<file path="config.mk">
export PLATFORM = sky130hd
export DESIGN_NAME = adc_conv_end_flat
export DESIGN_NICKNAME = d
export VERILOG_FILES = /design/src/include/adc_pkg.sv /design/src/include/adc_link_if.sv /design/src/hw/adc_conv_end.sv /design/src/flat_wrapper.sv
export VERILOG_INCLUDE_DIRS = /design/src /design/src/include
export SDC_FILE = /design/constraint.sdc
export NUM_CORES = 1
export LEC_CHECK = 0
export BUFFER_PORTS_ARGS = -buffer_cell sky130_fd_sc_hd__clkbuf_2
export CAP_MARGIN = 20
export CORE_UTILIZATION = 47
export CTS_CLUSTER_SIZE = 24
export DETAILED_ROUTE_END_ITERATION = 8
export GPL_TIMING_DRIVEN = 1
export PLACE_DENSITY_LB_ADDON = 0.1
export SLEW_MARGIN = 20
export SYNTH_ARGS = -nofsm -noshare
export SYNTH_HDL_FRONTEND = slang
export SYNTH_SLANG_ARGS = --single-unit
</file>
<file path="constraint.sdc">
create_clock -name mclk -period 1.6 [get_ports mclk]
set_input_delay 0.16 -clock mclk [delete_from_list [all_inputs] [get_ports mclk]]
set_output_delay 0.16 -clock mclk [all_outputs]
set_load 0.01 [all_outputs]
</file>
<file path="src/include/adc_consts.svh">
/*
  timing counts, word layout and receiver sizes shared by both ends of the converter link.
  assumes mclk at 200 MHz on both ends; included by bare name.
*/
`ifndef ADC_CONSTS_SVH
`define ADC_CONSTS_SVH

// ************
// word layout
// ************
`define ADC_WORD_BITS 14
`define ADC_WORD_SLOTS 14
`define ADC_LAST_SLOT 4'hD
`define ADC_HALF_SLOT 4'h7
`define ADC_MIDSCALE 16'h2000

// ************
// timing
// ************
`define ADC_MCLK_NS 5
`define ADC_SLOT_CYCLES 4
`define ADC_PH_LAST 2'h3
`define ADC_PH_CLK 2'h1
`define ADC_PAR_HALF 3'h3
`define ADC_WORD_NS (`ADC_WORD_SLOTS * `ADC_SLOT_CYCLES * `ADC_MCLK_NS)
`define ADC_SINGLE_MAX_MSPS 65
`define ADC_SINGLE_MSPS (1000 / `ADC_WORD_NS)

// ************
// receiver sizes
// ************
`define ADC_AVG_DEPTH 8
`define ADC_AVG_SHIFT 3
`define ADC_BUF_DEPTH 512

`endif

</file>
<file path="src/include/adc_pkg.sv">
/*
  types shared by both ends of the converter link.
  assumes nothing beyond a SystemVerilog compiler.
*/
package adc_pkg;
  // output format of the converter, also what the receiver expects
  typedef enum logic [1:0] {
    ADC_MODE_PAR,
    ADC_MODE_SINGLE,
    ADC_MODE_DUAL_ALIGNED,
    ADC_MODE_DUAL_OFFSET
  } adc_mode_t;
endpackage : adc_pkg

</file>
<file path="src/include/adc_link_if.sv">
/*
  the wires between converter and receiver: parallel bus plus serial lanes.
  assumes the converter drives every signal; the bench joins the two modports.
*/
`timescale 1ns/1ps
interface adc_link_if;
  logic [13:0] par_data;
  logic par_ovr;
  logic sample_valid_strobe;
  logic bit_clk;
  logic frame;
  logic serial_lane_zero;
  logic serial_lane_one;

  modport conv (
    output par_data,
    output par_ovr,
    output sample_valid_strobe,
    output bit_clk,
    output frame,
    output serial_lane_zero,
    output serial_lane_one
  );

  modport rcv (
    input par_data,
    input par_ovr,
    input sample_valid_strobe,
    input bit_clk,
    input frame,
    input serial_lane_zero,
    input serial_lane_one
  );
endinterface : adc_link_if

</file>
<file path="src/hw/adc_conv_end.sv">
/*
  converter end: turns conversion results into the parallel or serial link format,
  making the strobe and the bit clock from mclk by dividers.
  assumes sample_data/sample_ovr are synchronous to mclk and always hold a fresh result.
*/
// Functional notes
// - parallel output is a 14-bit word
// - data changes on strobe fall, latched on rise
// - parallel link moves one word per strobe period
// - strobe toggles at the sample rate
// - over-range flag goes out with the strobe
// - serial link sends 14-bit words on lanes
// - bit clock is forwarded in phase with data; here it toggles mid slot, each edge centred on a bit
// - serial data uses both bit clock edges
// - frame marker marks the start of words
// - receiver shifts frame timing to meet windows; here frame takes the same two flops as the data, unshifted
// - single lane only up to 65 MSPS
// - each dual lane carries half the rate
// - dual lane: first sample lane one, alternate
// - receiver reorders dual lane samples correctly
// - aligned dual: both words on frame rise
// - offset dual: lane one rise, lane zero fall
// - optional 8-sample average in engineering units
// - single lane word spans seven bit clocks
// - receiver loads word register on frame rise
// - receiver buffer keeps first 512 samples only
`timescale 1ns/1ps
`include "adc_consts.svh"

module adc_conv_end
  import adc_pkg::*;
(
  input wire logic mclk,
  input wire logic reset,
  input wire adc_mode_t mode,
  input wire logic [13:0] sample_data,
  input wire logic sample_ovr,
  output logic sample_take,
  output adc_mode_t mode_active,
  adc_link_if.conv link
);

  // ********************
  // rate check
  // ********************
  // single lane is refused above its rate limit and falls back to aligned dual lane
  localparam bit SINGLE_OK = (`ADC_SINGLE_MSPS <= `ADC_SINGLE_MAX_MSPS);

  adc_mode_t mode_reg;
  adc_mode_t eff_mode;
  adc_mode_t word_mode;
  logic [1:0] ph_reg;
  logic [3:0] slot_reg;
  logic [3:0] new_slot;
  logic slot_end;
  logic word_start;
  logic half_start;
  logic bit_clk_reg;
  logic frame_reg;
  logic [13:0] lane0_sr_reg;
  logic [13:0] lane1_sr_reg;
  logic [13:0] hold_reg;
  logic [2:0] par_cnt_reg;
  logic strobe_reg;
  logic [13:0] par_data_reg;
  logic par_ovr_reg;
  logic take_reg;
  logic par_fall;
  logic live_reg;

  // effective mode and slot bookkeeping
  always_comb begin
    eff_mode = mode;
    if (mode == ADC_MODE_SINGLE && !SINGLE_OK) begin
      eff_mode = ADC_MODE_DUAL_ALIGNED;
    end
  end

  assign slot_end = (ph_reg == `ADC_PH_LAST);
  assign new_slot = (slot_reg == `ADC_LAST_SLOT) ? 4'h0 : slot_reg + 4'h1;
  assign word_start = slot_end && (new_slot == 4'h0);
  assign half_start = slot_end && (new_slot == `ADC_HALF_SLOT);
  // a new mode applies from the word it opens, except the aligned dual hold_reg load and take, which follow eff_mode at once
  assign word_mode = word_start ? eff_mode : mode_reg;
  assign par_fall = strobe_reg && (par_cnt_reg == `ADC_PAR_HALF - 3'h1);

  // ********************
  // bit slot timing
  // ********************
  // each bit slot is four mclk cycles; slot 13 at reset so the first word opens after one slot
  always_ff @(posedge mclk) begin
    if (reset) begin
      ph_reg <= 2'h0;
      slot_reg <= `ADC_LAST_SLOT;
    end else begin
      ph_reg <= ph_reg + 2'h1;
      if (slot_end) begin
        slot_reg <= new_slot;
      end
    end
  end

  // mode latched at word boundaries
  always_ff @(posedge mclk) begin
    if (reset) begin
      mode_reg <= ADC_MODE_PAR;
    end else if (word_start) begin
      mode_reg <= eff_mode;
    end
  end

  // ********************
  // forwarded bit clock and frame
  // ********************
  // clock toggles mid slot, so each edge sits in the centre of a stable bit
  always_ff @(posedge mclk) begin
    if (reset) begin
      bit_clk_reg <= 1'b0;
    end else if (mode_reg == ADC_MODE_PAR) begin
      bit_clk_reg <= 1'b0;
    end else if (ph_reg == `ADC_PH_CLK) begin
      bit_clk_reg <= ~bit_clk_reg;
    end
  end

  // frame high for slots 0..6, low for 7..13: fourteen toggles, seven clock periods
  always_ff @(posedge mclk) begin
    if (reset) begin
      frame_reg <= 1'b0;
    end else if (word_start) begin
      frame_reg <= (word_mode != ADC_MODE_PAR);
    end else if (half_start) begin
      frame_reg <= 1'b0;
    end
  end

  // ********************
  // lane shifters
  // ********************
  // lane zero: single lane words, or the second sample of a dual pair
  always_ff @(posedge mclk) begin
    if (reset) begin
      lane0_sr_reg <= 14'h0000;
    end else if (slot_end) begin
      if (word_start && word_mode == ADC_MODE_SINGLE) begin
        lane0_sr_reg <= sample_data;
      end else if (word_start && word_mode == ADC_MODE_DUAL_ALIGNED) begin
        lane0_sr_reg <= sample_data;
      end else if (half_start && mode_reg == ADC_MODE_DUAL_OFFSET) begin
        lane0_sr_reg <= sample_data;
      end else begin
        lane0_sr_reg <= {lane0_sr_reg[12:0], 1'b0};
      end
    end
  end

  // lane one: first sample of each dual pair
  always_ff @(posedge mclk) begin
    if (reset) begin
      lane1_sr_reg <= 14'h0000;
    end else if (slot_end) begin
      if (word_start && word_mode == ADC_MODE_DUAL_ALIGNED) begin
        lane1_sr_reg <= hold_reg;
      end else if (word_start && word_mode == ADC_MODE_DUAL_OFFSET) begin
        lane1_sr_reg <= sample_data;
      end else begin
        lane1_sr_reg <= {lane1_sr_reg[12:0], 1'b0};
      end
    end
  end

  // aligned dual mode: the earlier sample of a pair is taken half a word ahead
  // so the two go out together while still keeping conversion order
  always_ff @(posedge mclk) begin
    if (reset) begin
      hold_reg <= 14'h0000;
    end else if (half_start && eff_mode == ADC_MODE_DUAL_ALIGNED) begin
      hold_reg <= sample_data;
    end
  end

  // ********************
  // parallel strobe and bus
  // ********************
  // the mode register only means something after the first word boundary;
  // without this the strobe would run a short pulse before a serial mode takes over
  always_ff @(posedge mclk) begin
    if (reset) begin
      live_reg <= 1'b0;
    end else if (word_start) begin
      live_reg <= 1'b1;
    end
  end

  // strobe period is twice the half count; one word per period
  always_ff @(posedge mclk) begin
    if (reset) begin
      par_cnt_reg <= 3'h0;
      strobe_reg <= 1'b0;
    end else if (mode_reg != ADC_MODE_PAR || !live_reg) begin
      par_cnt_reg <= 3'h0;
      strobe_reg <= 1'b0;
    end else if (par_cnt_reg == `ADC_PAR_HALF - 3'h1) begin
      par_cnt_reg <= 3'h0;
      strobe_reg <= ~strobe_reg;
    end else begin
      par_cnt_reg <= par_cnt_reg + 3'h1;
    end
  end

  // bus and over-range change only as the strobe falls
  always_ff @(posedge mclk) begin
    if (reset) begin
      par_data_reg <= 14'h0000;
      par_ovr_reg <= 1'b0;
    end else if (par_fall) begin
      par_data_reg <= sample_data;
      par_ovr_reg <= sample_ovr;
    end
  end

  // ********************
  // sample consumption
  // ********************
  // one pulse per sample consumed, so the user side sees the true sample rate
  always_ff @(posedge mclk) begin
    if (reset) begin
      take_reg <= 1'b0;
    end else begin
      take_reg <= par_fall && mode_reg == ADC_MODE_PAR
        || word_start && word_mode == ADC_MODE_SINGLE
        || (word_start || half_start) && (word_mode == ADC_MODE_DUAL_OFFSET
        || eff_mode == ADC_MODE_DUAL_ALIGNED);
    end
  end

  // ********************
  // outputs
  // ********************
  assign link.par_data = par_data_reg;
  assign link.par_ovr = par_ovr_reg;
  assign link.sample_valid_strobe = strobe_reg;
  assign link.bit_clk = bit_clk_reg;
  assign link.frame = frame_reg;
  assign link.serial_lane_zero = lane0_sr_reg[13]; // msb leaves first
  assign link.serial_lane_one = lane1_sr_reg[13];
  assign sample_take = take_reg;
  assign mode_active = mode_reg;

endmodule : adc_conv_end

</file>
<file path="src/flat_wrapper.sv">
// flat-port wrapper written by rule: the top's interface ports become plain ports
module adc_conv_end_flat import adc_pkg::*;
  (mclk, reset, mode, sample_data, sample_ovr, sample_take, mode_active, link_par_data, link_par_ovr, link_sample_valid_strobe, link_bit_clk, link_frame, link_serial_lane_zero, link_serial_lane_one);
  adc_link_if link_i ();
  input wire logic mclk;
  input wire logic reset;
  input wire adc_mode_t mode;
  input wire logic [13:0] sample_data;
  input wire logic sample_ovr;
  output logic sample_take;
  output adc_mode_t mode_active;
  output wire logic [$bits(link_i.par_data)-1:0] link_par_data;
  output wire logic [$bits(link_i.par_ovr)-1:0] link_par_ovr;
  output wire logic [$bits(link_i.sample_valid_strobe)-1:0] link_sample_valid_strobe;
  output wire logic [$bits(link_i.bit_clk)-1:0] link_bit_clk;
  output wire logic [$bits(link_i.frame)-1:0] link_frame;
  output wire logic [$bits(link_i.serial_lane_zero)-1:0] link_serial_lane_zero;
  output wire logic [$bits(link_i.serial_lane_one)-1:0] link_serial_lane_one;
  assign link_par_data = link_i.par_data;
  assign link_par_ovr = link_i.par_ovr;
  assign link_sample_valid_strobe = link_i.sample_valid_strobe;
  assign link_bit_clk = link_i.bit_clk;
  assign link_frame = link_i.frame;
  assign link_serial_lane_zero = link_i.serial_lane_zero;
  assign link_serial_lane_one = link_i.serial_lane_one;
  adc_conv_end u_core (.mclk(mclk), .reset(reset), .mode(mode), .sample_data(sample_data), .sample_ovr(sample_ovr), .sample_take(sample_take), .mode_active(mode_active), .link(link_i));
endmodule
</file>
### Yosys cells after proc, flatten, opt, wreduce, memory -nomap -nowiden

Cells that the tools add are included.
W data, S select, Z words.

* register bits: 73
* input port bits: 19
* output and inout bits: 23
* word-level logic and storage cells: 62

* add/sub/neg operators: 3
* eq/ne operators: 10
* mux-type cells: 9
* bitwise operators: 2
* reductions and logical operators: 24

Operators by type and width (number)
* $mux W14: 5
* $eq A2 B2 Y1 const B: 5
* $logic_and A1 B1 Y1: 10
* $reduce_bool A2 Y1: 3
* $logic_or A1 B1 Y1: 5
* $add A4 B1 Y4 const B: 1
* $eq A2 B1 Y1 const B: 2
* $eq A4 B3 Y1 const B: 1
* $eq A4 B4 Y1 const B: 1
* $logic_not A4 Y1: 1
* $mux W4: 1
* $reduce_or A2 Y1: 2
* $add A3 B1 Y3 const B: 1
* $eq A3 B2 Y1 const B: 1
* $reduce_or A3 Y1: 1
* $add A2 B1 Y2 const B: 1
* $logic_not A2 Y1: 1
* $mux W1: 2
* $mux W2: 1
* $not A1 Y1: 2
* $logic_not A1 Y1: 1

### Logic depth before layout (Yosys ltp)

Gate-level depths: netlist of the first run.

* depth in word-level cells: 9
* mapped depth: 9

### Worst setup path after synthesis of the first run

No wires, ideal clock.

* kind: reg2reg
* start: register u_core.ph_reg[0]
* end: register u_core.lane1_sr_reg[0]
* setup time: 128 ps
* data arrival time: 1668 ps
* required time: 1472 ps
* path slack: -196 ps
* stages on the path, launching flop included: 10
* path buffers: 4
* period minus slack after synthesis: 1796 ps
* cell sequence: dfxtp_1 ha_1 buf_6 and4_1 buf_2 and3_1 buf_4 buf_6 a221oi_1 nor2_1

* cells in the longest elaborated chain, start to end: 7

RTL lines
* start: declaration: RTL line adc_conv_end.sv:52 `logic [1:0] ph_reg;`
* start signal: assignment: RTL line adc_conv_end.sv:96 `ph_reg <= ph_reg + 2'h1;`
* $eq A2 B2 Y1 (no source line) (*)
* $logic_and A1 B1 Y1: RTL line adc_conv_end.sv:81 `assign word_start = slot_end && (new_slot == 4'h0);`
* $mux W2: RTL line adc_conv_end.sv:84 `assign word_mode = word_start ? eff_mode : mode_reg;`
* $eq A2 B2 Y1: RTL line adc_conv_end.sv:164 `end else if (word_start && word_mode == ADC_MODE_DUAL_OFFSET) begin`
* $logic_and A1 B1 Y1: RTL line adc_conv_end.sv:164
* $mux W14: RTL line adc_conv_end.sv:164
* $mux W14: RTL line adc_conv_end.sv:162 `if (word_start && word_mode == ADC_MODE_DUAL_ALIGNED) begin`
* end signal: assignment: RTL line adc_conv_end.sv:163 `lane1_sr_reg <= hold_reg;`
* end signal: assignment: RTL line adc_conv_end.sv:165 `lane1_sr_reg <= sample_data;`
* end signal: assignment: RTL line adc_conv_end.sv:167 `lane1_sr_reg <= {lane1_sr_reg[12:0], 1'b0};`
* end: declaration: RTL line adc_conv_end.sv:61 `logic [13:0] lane1_sr_reg;`

Mark *: on every way between the ends. The rest lies on a longest branch, timed or not.
A chain may end at the register's enable or synchronous reset.

### Worst setup path after layout of the first run

* start: register u_core.ph_reg[0]
* end: register u_core.lane0_sr_reg[3]

* cells in the longest elaborated chain, start to end: 7

RTL lines
* $eq A2 B2 Y1 (no source line) (*)
* $logic_and A1 B1 Y1: RTL line adc_conv_end.sv:81
* $mux W2: RTL line adc_conv_end.sv:84
* $eq A2 B2 Y1: RTL line adc_conv_end.sv:147 `end else if (word_start && word_mode == ADC_MODE_DUAL_ALIGNED) begin`
* $logic_and A1 B1 Y1: RTL line adc_conv_end.sv:147
* $mux W14: RTL line adc_conv_end.sv:147
* $mux W14: RTL line adc_conv_end.sv:145 `if (word_start && word_mode == ADC_MODE_SINGLE) begin`
* end signal: assignment: RTL line adc_conv_end.sv:146 `lane0_sr_reg <= sample_data;`
* end signal: assignment: RTL line adc_conv_end.sv:148 `lane0_sr_reg <= sample_data;`
* end signal: assignment: RTL line adc_conv_end.sv:150 `lane0_sr_reg <= sample_data;`
* end: declaration: RTL line adc_conv_end.sv:60 `logic [13:0] lane0_sr_reg;`

Marked as above.

==> flow_summary.ini, run 1 <==
[setup_path]
worstReg2RegStart = u_core.ph_reg[0]
critPathMaxStageDelay_ns = 0.36
worst_setup_path_end_kind = flip-flop
critical-path-slowest-cell = sky130_fd_sc_hd__dfxtp_2
cp.buffers_inverters = 1
path_type_of_the_worst_setup_path = reg2reg
worst_ep_required_time_ns = 1.84
cp_max_fo = 14
timing.critical_path.depth = 6
r2r_end = u_core.lane0_sr_reg[3]
crit_path_end = u_core.lane0_sr_reg[3]
worstPathArrival_ns = 1.74
path_cells = ha_4 -> nand3b_4 -> o22ai_4 -> buf_12 -> mux2i_1 -> a211oi_1
critical_path.startpoint_type = flip-flop
worstSetupStartpoint = u_core.ph_reg[0]
cell_family_with_the_largest_share_of_critical_path_delay = compound AO/OA/AOI/OAI gates
reg2reg_slack_ns = 0.1
timing.reg2reg.worst_path_depth = 6

[synth]
synth_area_per_cell_um2 = 9.53
synthXorXnorAreaFrac_pct = 1.46
synth_nets = 338
synthesis.instances = 315
post_synth_instance_area_mm2 = 0.00300
post_synth_fa_ha_maj_area_fraction_pct = 1.67
synth_top_family_by_area = simple AND/OR/NAND/NOR gates
post_synth_mux_area_share_pct = 13.3
synth_seq_cells = 73
post_synthesis_compound_gate_area_fraction_pct = 14.8
synth_warnings = 0
yosys.cell_types.count = 40
post_synth_and_or_nand_nor_area_fraction_pct = 15.5
register_area_share_after_synthesis_pct = 48.7

[sta]
grt_setup_unrepaired = true
setup-tns-final_ns = 0
worst_clock_skew_ns = 0.00943
fin_ws_ns = 0.0999
fmax_mhz = 667
finalHoldWorstSlack_ns = 0.0479
hold_viol = 0
timing.final.max_slew_violations = 0
worstMarginPinSlew_ns = 0.576
final_min_period_over_clock_period_pct = 93.8
min_period_ns = 1.50
slew_headroom_pct = 61.6
final-setup-viol-count = 0

[detailed_routing]
detailedRoute.firstPassIterationCount = 4
drt-initial-drc-count = 119
detail_route.wirelength_mm = 6.20
ant_nets = 0
routed_via_density = 5.31
drc_errors = 0
detailroute.via_count = 2324
wire_per_inst_um = 14.2

[cells_and_area]
layout.cell_area.non_filler_mm2 = 0.00358
area.growth.synth_to_final_pct = 19.3
util_after_layout_pct = 59.4
drive_above_1_share_pct = 24.2
num_antenna_cells = 0
num-nets-final = 381
num-fill-cells = 538

[worst_hold_path]
timing.hold.worst_path_depth = 3
min-delay-path-class = in2reg

[die]
fp.dieH_um = 81.9
die_w_um = 81.9
std_cell_rows = 28
core-area_mm2 = 0.00603
ios = 42
start_util_pct = 49.8
die_outline_area_mm2 = 0.00671

[cts]
cts_root_buffer = sky130_fd_sc_hd__clkbuf_8
clk_path_buf_depth = 2
cts_buffers = 9
clkSlewWorstSetupHoldPaths_ns = 0.08
clock_insertion_delay_worst_skew_ns = 0.34
clock_sinks = 73
htree_levels = 3
hold_fix_buffers_cts = 0
tritoncts = yes

[global_route]
track_usage_pct = 19.7
grt_first_pass_wirelength_mm = 9.69
pin_count_of_the_biggest_net_entering_global_routing = 39
grt_overflow_total = 0
via_count_of_the_first_global_routing_pass = 1973
antenna_violations_before_repair = 0

[placed_design]
dp.final_hpwl_mm = 4.07
place.port_buffers = 41
global_placement_routability_congestion = 0.757
dp_worst_setup_slack_ns = -0.173
placement.cell_area_mm2 = 0.00331

[pwr]
p_clk_share_pct = 41.0
sw_pwr_mw = 0.849
worst_ir_drop_vdd_mv = 0.552
net_switching_fraction_of_the_power_pct = 23.5
relative_contribution_of_combinational_cells_to_total_power_pct = 6.9
seq_power_share_pct = 52.2
power_per_cell_area_mw_per_mm2 = 1010
internal-power_mw = 2.76
p_leak_nw = 1.23

[job]
max-cap-violations = 0

[run_status]
outcome = complete, no violations
==> what timing repair did <==
action / CTS / global route
gates cloned: 0 / 1
resized for setup: 2 / 11
setup endpoints to repair: 29 / 29
buffers inserted: 0 / 1
pin swaps: 0 / 0
==> cells in the final DEF, fill, tap and decap left out, types with 10 or more instances in the layout <==
cell type	instances
sky130_fd_sc_hd__nand2_1	35
sky130_fd_sc_hd__clkbuf_2	41
sky130_fd_sc_hd__nor2_1	41
sky130_fd_sc_hd__o21ai_1	13
sky130_fd_sc_hd__clkbuf_8	11
sky130_fd_sc_hd__mux2i_1	38
sky130_fd_sc_hd__dfxtp_1	70
sky130_fd_sc_hd__buf_4	10
sky130_fd_sc_hd__a22oi_1	13
sky130_fd_sc_hd__a211oi_1	12
sky130_fd_sc_hd__a21oi_1	21
==> cells in the mapped netlist <==
library cell,count,area (µm²)
sky130_fd_sc_hd__o21bai_1,1,7.51
sky130_fd_sc_hd__nand4b_1,2,17.5
sky130_fd_sc_hd__nand3b_2,1,11.3
sky130_fd_sc_hd__nand4_2,1,12.5
sky130_fd_sc_hd__and2_0,1,6.26
sky130_fd_sc_hd__o22ai_1,1,6.26
sky130_fd_sc_hd__xnor2_1,5,43.8
sky130_fd_sc_hd__a22oi_1,13,97.6
sky130_fd_sc_hd__or2_2,1,6.26
sky130_fd_sc_hd__nor3_1,3,15.0
sky130_fd_sc_hd__clkbuf_2,1,5.00
sky130_fd_sc_hd__buf_1,1,3.75
sky130_fd_sc_hd__o21ai_1,13,65.1
sky130_fd_sc_hd__o211ai_1,1,7.51
sky130_fd_sc_hd__a221o_1,1,10.0
sky130_fd_sc_hd__nor3_4,1,16.3
sky130_fd_sc_hd__buf_2,2,10.0
sky130_fd_sc_hd__mux2i_1,40,400
sky130_fd_sc_hd__and3_1,1,6.26
sky130_fd_sc_hd__and4_1,1,8.76
sky130_fd_sc_hd__a221oi_1,1,8.76
sky130_fd_sc_hd__dfxtp_1,73,1460
sky130_fd_sc_hd__nand2b_1,3,18.8
sky130_fd_sc_hd__inv_1,3,11.3
sky130_fd_sc_hd__buf_4,2,15.0
sky130_fd_sc_hd__o21ai_0,2,10.0
sky130_fd_sc_hd__ha_1,4,50.1
sky130_fd_sc_hd__or3b_1,1,8.76
sky130_fd_sc_hd__nor2b_1,3,18.8
sky130_fd_sc_hd__nand2_1,35,131
sky130_fd_sc_hd__and4b_1,1,10.0
sky130_fd_sc_hd__buf_6,2,22.5
sky130_fd_sc_hd__o22ai_4,1,20.0
sky130_fd_sc_hd__nor4b_2,1,15.0
sky130_fd_sc_hd__buf_12,1,20.0
sky130_fd_sc_hd__a211oi_1,13,97.6
sky130_fd_sc_hd__nor2_1,43,161
sky130_fd_sc_hd__a21oi_1,21,105
sky130_fd_sc_hd__a211o_1,1,8.76
sky130_fd_sc_hd__clkbuf_1,13,48.8
==> power groups by stage <==
| stage | Clock [mW] | Combinational (mW) | Sequential (mW) |
|---|---|---|---|
| 2_1_floorplan | 0 | 0.150 | 1.92 |
| 3_3_place_gp | 0 | 0.234 | 1.92 |
| 3_5_place_dp | 0 | 0.235 | 1.92 |
| 4_1_cts | 1.51 | 0.238 | 1.88 |
| 5_1_grt | 1.60 | 0.273 | 1.89 |
| 6_report | 1.48 | 0.248 | 1.88 |
==> routing by layer <==
metal	share of wire, %	GRT usage [%]	up-vias
li1	-	-	1190
met1	55	29.9	1081
met2	40	25.8	45
met3	3.7	4.33	8
met4	1.4	8.95	0
met5	0	0	-
==> cell families after synthesis <==
| family | after synthesis |
|---|---|
| AND/OR/NAND/NOR | 99 |
| multiplexers | 40 |
| AO/OA/AOI/OAI | 69 |
| adder cells (fa/ha/maj) | 4 |
| buffers and inverters | 25 |
| XOR/XNOR | 5 |
| flip-flops | 73 |
==> cell type report <==
cell class | count | area (µm²) | share of cell area (%)
Multi-Input combinational cell | 218 | 1480 | 41.4
Sequential cell | 73 | 1470 | 40.9
Timing Repair Buffer | 53 | 320 | 8.95
Clock buffer | 12 | 155 | 4.33
Tap cell | 75 | 93.8 | 2.62
Clock inverter | 4 | 51.3 | 1.43
Inverter | 3 | 11.3 | 0.315
==> stage by stage <==
stage	instances	power, mW
after global routing	438	3.76
after floorplan	315	2.07
after detailed placement	420	2.16
final	438	3.61
after global placement	420	2.16
after CTS	436	3.63
==> worst min-delay path by stage <==
stage,start,endpoint
2_1_floorplan,sample_data[0],u_core.lane1_sr_reg[0]
3_3_place_gp,sample_ovr,u_core.link.par_ovr
3_5_place_dp,sample_ovr,u_core.link.par_ovr
4_1_cts,sample_ovr,u_core.link.par_ovr
5_1_grt,sample_ovr,u_core.link.par_ovr
6_report,sample_ovr,u_core.link.par_ovr
==> worst register-to-register path: stages, from the launching register on <==
cell	delay, ns
sky130_fd_sc_hd__dfxtp_2	0.36
sky130_fd_sc_hd__ha_4	0.19
sky130_fd_sc_hd__nand3b_4	0.13
sky130_fd_sc_hd__o22ai_4	0.21
sky130_fd_sc_hd__buf_12	0.18
sky130_fd_sc_hd__mux2i_1	0.08
sky130_fd_sc_hd__a211oi_1	0.25
No activity file was read; power rests on OpenSTA's default activity.
==> run 2, diff against run 1 <==
- RECOVER_POWER: not set -> 100
==> flow_summary.ini, run 2 (synthesis gave the netlist of run 1 again) <==
[setup_path]
worstSetupStartpoint = u_core.ph_reg[0]
cp_max_fo = 7
critical-path-slowest-cell = sky130_fd_sc_hd__dfxtp_2
worstReg2RegStart = u_core.ph_reg[0]
critPathMaxStageDelay_ns = 0.36
worst_ep_required_time_ns = 1.82
worstPathArrival_ns = 1.72
path_cells = ha_4 -> and4_4 -> and3_4 -> mux2i_2 -> o21ai_1
critical_path.startpoint_type = flip-flop
worst_setup_path_end_kind = flip-flop
path_type_of_the_worst_setup_path = reg2reg

[placed_design]
place.port_buffers = 41
placed_cells = 420
global_placement_routability_congestion = 0.757
dp_worst_setup_slack_ns = -0.173
placement.cell_area_mm2 = 0.00331
dp.final_hpwl_mm = 4.07

[sta]
timing.final.max_slew_violations = 0
grt_setup_unrepaired = true
fin_ws_ns = 0.102
hold_viol = 0
final_min_period_over_clock_period_pct = 93.6
final-setup-viol-count = 0
worstMarginPinSlew_ns = 0.561
slew_headroom_pct = 62.6
setup-tns-final_ns = 0
worst_clock_skew_ns = 0.0100
fmax_mhz = 668
finalHoldWorstSlack_ns = 0.0485
min_period_ns = 1.50

[pwr]
fin_total_pwr_mw = 3.61
worst_ir_drop_vdd_mv = 0.551
power_per_cell_area_mw_per_mm2 = 1020
internal-power_mw = 2.76
p_leak_nw = 1.15
net_switching_fraction_of_the_power_pct = 23.5
relative_contribution_of_combinational_cells_to_total_power_pct = 6.8
p_clk_share_pct = 41.0
seq_power_share_pct = 52.2
sw_pwr_mw = 0.850

[cts]
clock_sinks = 73
htree_levels = 3
clk_path_buf_depth = 2
cts_buffers = 9
tritoncts = yes
cts_root_buffer = sky130_fd_sc_hd__clkbuf_8
clkSlewWorstSetupHoldPaths_ns = 0.08
hold_fix_buffers_cts = 0
clock_insertion_delay_worst_skew_ns = 0.34

[die]
fp.dieH_um = 81.9
std_cell_rows = 28
die_outline_area_mm2 = 0.00671
start_util_pct = 49.8
core-area_mm2 = 0.00603
die_w_um = 81.9
ios = 42

[cells_and_area]
layout.cell_area.non_filler_mm2 = 0.00355
multi_input_gate_area_in_the_final_layout_mm2 = 0.00148
drive_above_1_share_pct = 17.9
num-nets-final = 381
num_antenna_cells = 0
regArea_mm2 = 0.00147
num-fill-cells = 551
layout.cells.most_common = sky130_fd_sc_hd__dfxtp_1
util_after_layout_pct = 58.9
area.growth.synth_to_final_pct = 18.3
most-common-layout-cells = sky130_fd_sc_hd__dfxtp_1 (70), sky130_fd_sc_hd__nor2_1 (41), sky130_fd_sc_hd__mux2i_1 (38)
fin_cells = 438

[detailed_routing]
routed_via_density = 5.29
detailedRoute.firstPassIterationCount = 4
ant_nets = 0
detailroute.via_count = 2315
drc_errors = 0
detail_route.wirelength_mm = 6.22
drt-initial-drc-count = 115
wire_per_inst_um = 14.2

[worst_hold_path]
worst_hold_start = sample_ovr
min-delay-path-class = in2reg

[global_route]
pin_count_of_the_biggest_net_entering_global_routing = 39
antenna_violations_before_repair = 0
via_count_of_the_first_global_routing_pass = 1973
grt_overflow_total = 0
grt_first_pass_wirelength_mm = 9.69
track_usage_pct = 19.7

[job]
max-cap-violations = 0

[run_status]
outcome = complete, no violations
-- run 2: cell counts in the layout (fill, tap and decap cells not counted) --
No cell type changed its count.
-- run 2: worst max-delay path: cells and delay by family (launching register included) --
| family | cells | cell delay (ns) |
|---|---|---|
| multiplexers | 1 | 0.22 |
| AO/OA/AOI/OAI | 1 | 0.08 |
| AND/OR/NAND/NOR | 2 | 0.54 |
| adder cells (fa/ha/maj) | 1 | 0.19 |
| flip-flops | 1 | 0.36 |
-- run 2: worst paths after layout --
check,to,slack [ns],depth (start not counted)
worst max-delay path,u_core.lane1_sr_reg[9],0.10,5
worst min-delay path,u_core.link.par_ovr,0.05,3
worst max register to register,u_core.lane1_sr_reg[9],0.10,5
worst min register to register,u_core.ph_reg[0],0.44,1
-- run 2: layer usage --
layer,track usage (%),part of all wire [%]
met1,29.9,54
met2,25.8,40
met3,4.33,4.4
met4,8.95,1.4
met5,0,0
-- run 2: power groups by stage --
stage | clock, mW | combinational [mW] | sequential [mW]
2_1_floorplan | 0 | 0.150 | 1.92
3_3_place_gp | 0 | 0.234 | 1.92
3_5_place_dp | 0 | 0.235 | 1.92
4_1_cts | 1.51 | 0.238 | 1.88
5_1_grt | 1.60 | 0.272 | 1.89
6_report | 1.48 | 0.247 | 1.88
-- run 2: what timing repair did --
action / CTS / global route
pin swaps: 0 / 0
setup buffers: 0 / 1
gates resized for setup: 2 / 11
setup endpoints to repair: 29 / 29
gates cloned: 0 / 1
-- run 2: layout make-up --
type,count,area share (%)
multi-input cells,218,41.8
clock buffers,12,4.37
inverters,3,0.317
clock inverters,4,1.44
well taps,75,2.64
flip-flops and latches,73,41.3
repair buffers,53,8.21
==> run 3, diff against run 2 <==
- CORE_MARGIN: not set -> 4
- REMOVE_ABC_BUFFERS: not set -> 1
==> flow_summary.ini, run 3 (synthesis gave the netlist of run 1 again) <==
[run_status]
outcome = complete, no violations

[sta]
grt_setup_unrepaired = true
min_period_ns = 1.59
fmax_mhz = 628
worst_clock_skew_ns = 0.00920
finalHoldWorstSlack_ns = 0.0430
fin_ws_ns = 0.00867
worstMarginPinSlew_ns = 0.853
hold_viol = 0
slew_headroom_pct = 43.1
timing.final.max_slew_violations = 0
final-setup-viol-count = 0
final_min_period_over_clock_period_pct = 99.5

[die]
die_outline_area_mm2 = 0.00773
core-area_mm2 = 0.00606
fp.dieH_um = 87.9
die_w_um = 87.9
ios = 42
start_util_pct = 49.5
std_cell_rows = 28

[worst_hold_path]
worst_hold_start = sample_ovr
min-delay-path-class = in2reg

[cts]
htree_levels = 3
tritoncts = yes
clock_sinks = 73
cts_root_buffer = sky130_fd_sc_hd__clkbuf_8
hold_fix_buffers_cts = 0
clock_insertion_delay_worst_skew_ns = 0.34
clkSlewWorstSetupHoldPaths_ns = 0.07
clk_path_buf_depth = 2
cts_buffers = 9

[global_route]
grt_overflow_total = 0
antenna_violations_before_repair = 0
grt_first_pass_wirelength_mm = 10.8
via_count_of_the_first_global_routing_pass = 2215
track_usage_pct = 18.0
pin_count_of_the_biggest_net_entering_global_routing = 43

[cells_and_area]
fin_cells = 449
num_antenna_cells = 0
most-common-layout-cells = sky130_fd_sc_hd__dfxtp_1 (69), sky130_fd_sc_hd__nor2_1 (41), sky130_fd_sc_hd__mux2i_1 (37)
layout.cells.most_common = sky130_fd_sc_hd__dfxtp_1
num-nets-final = 393
util_after_layout_pct = 60.9
drive_above_1_share_pct = 20.3
area.growth.synth_to_final_pct = 23.1

[pwr]
p_leak_nw = 1.22
fin_total_pwr_mw = 3.59
worst_ir_drop_vdd_mv = 0.672
power_per_cell_area_mw_per_mm2 = 972

[setup_path]
worstSetupStartpoint = u_core.ph_reg[1]
critical_path.startpoint_type = flip-flop
worstReg2RegStart = u_core.ph_reg[1]
worst_setup_path_end_kind = flip-flop
path_type_of_the_worst_setup_path = reg2reg
cp_max_fo = 7
worst_ep_required_time_ns = 1.83
worstPathArrival_ns = 1.82

[job]
max-cap-violations = 0

[placed_design]
placed_cells = 429
place.port_buffers = 41
global_placement_routability_congestion = 0.763
dp.final_hpwl_mm = 4.27
dp_worst_setup_slack_ns = -0.140

[detailed_routing]
detailedRoute.firstPassIterationCount = 4
drt-initial-drc-count = 106
routed_via_density = 5.26
detail_route.wirelength_mm = 6.68
ant_nets = 0
wire_per_inst_um = 14.9
drc_errors = 0
detailroute.via_count = 2361
[run 3: final timing paths]
path,end,slack [ns],depth (start not counted)
max,u_core.lane1_sr_reg[1],0.009,6
min,u_core.link.par_ovr,0.04,3
max reg2reg,u_core.lane1_sr_reg[1],0.009,6
min reg2reg,u_core.link.par_data[11],0.45,2
[run 3: layout make-up]
| class | count | area (µm²) |
|---|---|---|
| inverter | 3 | 11.3 |
| clock buffer | 13 | 159 |
| clock inverter | 2 | 37.5 |
| timing repair buffer | 66 | 437 |
| sequential | 73 | 1470 |
| multi-input combinational | 217 | 1490 |
| fill | 546 | 2370 |
| tap | 75 | 93.8 |
[run 3: repair_timing]
| item | CTS | global route |
|---|---|---|
| pin swaps | 0 | 4 |
| setup buffers | 0 | 2 |
| gates cloned | 0 | 3 |
| endpoints found under the setup margin | 41 | 36 |
| resized for setup | 4 | 23 |
[run 3: per-stage QoR]
stage	area, µm²	TNS (ns)
after floorplan	2880	-35.21
after global placement	3360	-0.738
after detailed placement	3360	-1.88
after CTS	3570	0
after global routing	3690	-0.397
final	3690	0
[run 3: critical path: stages, from the launching register on]
cell and delay (ns):
sky130_fd_sc_hd__dfxtp_2 0.35, sky130_fd_sc_hd__ha_4 0.19, sky130_fd_sc_hd__and4_4 0.24, sky130_fd_sc_hd__and3_4 0.23, sky130_fd_sc_hd__clkbuf_16 0.17, sky130_fd_sc_hd__mux2i_1 0.21
sky130_fd_sc_hd__o21ai_1 0.08
[run 3: power breakdown]
part           internal [mW]  leakage [nW]  switching (mW)
logic                  0.116         0.538           0.149
clock network          0.799        0.0957           0.640
registers               1.85         0.590          0.0306
[run 3: metal layers]
| metal | global-route usage, % | wire, µm | vias up |
|---|---|---|---|
| met5 | 0 | 0 | - |
| met4 | 5.86 | 70 | 0 |
| met3 | 4.33 | 243 | 8 |
| met2 | 27.5 | 3040 | 34 |
| met1 | 25.2 | 3330 | 1110 |
| li1 | - | - | 1209 |
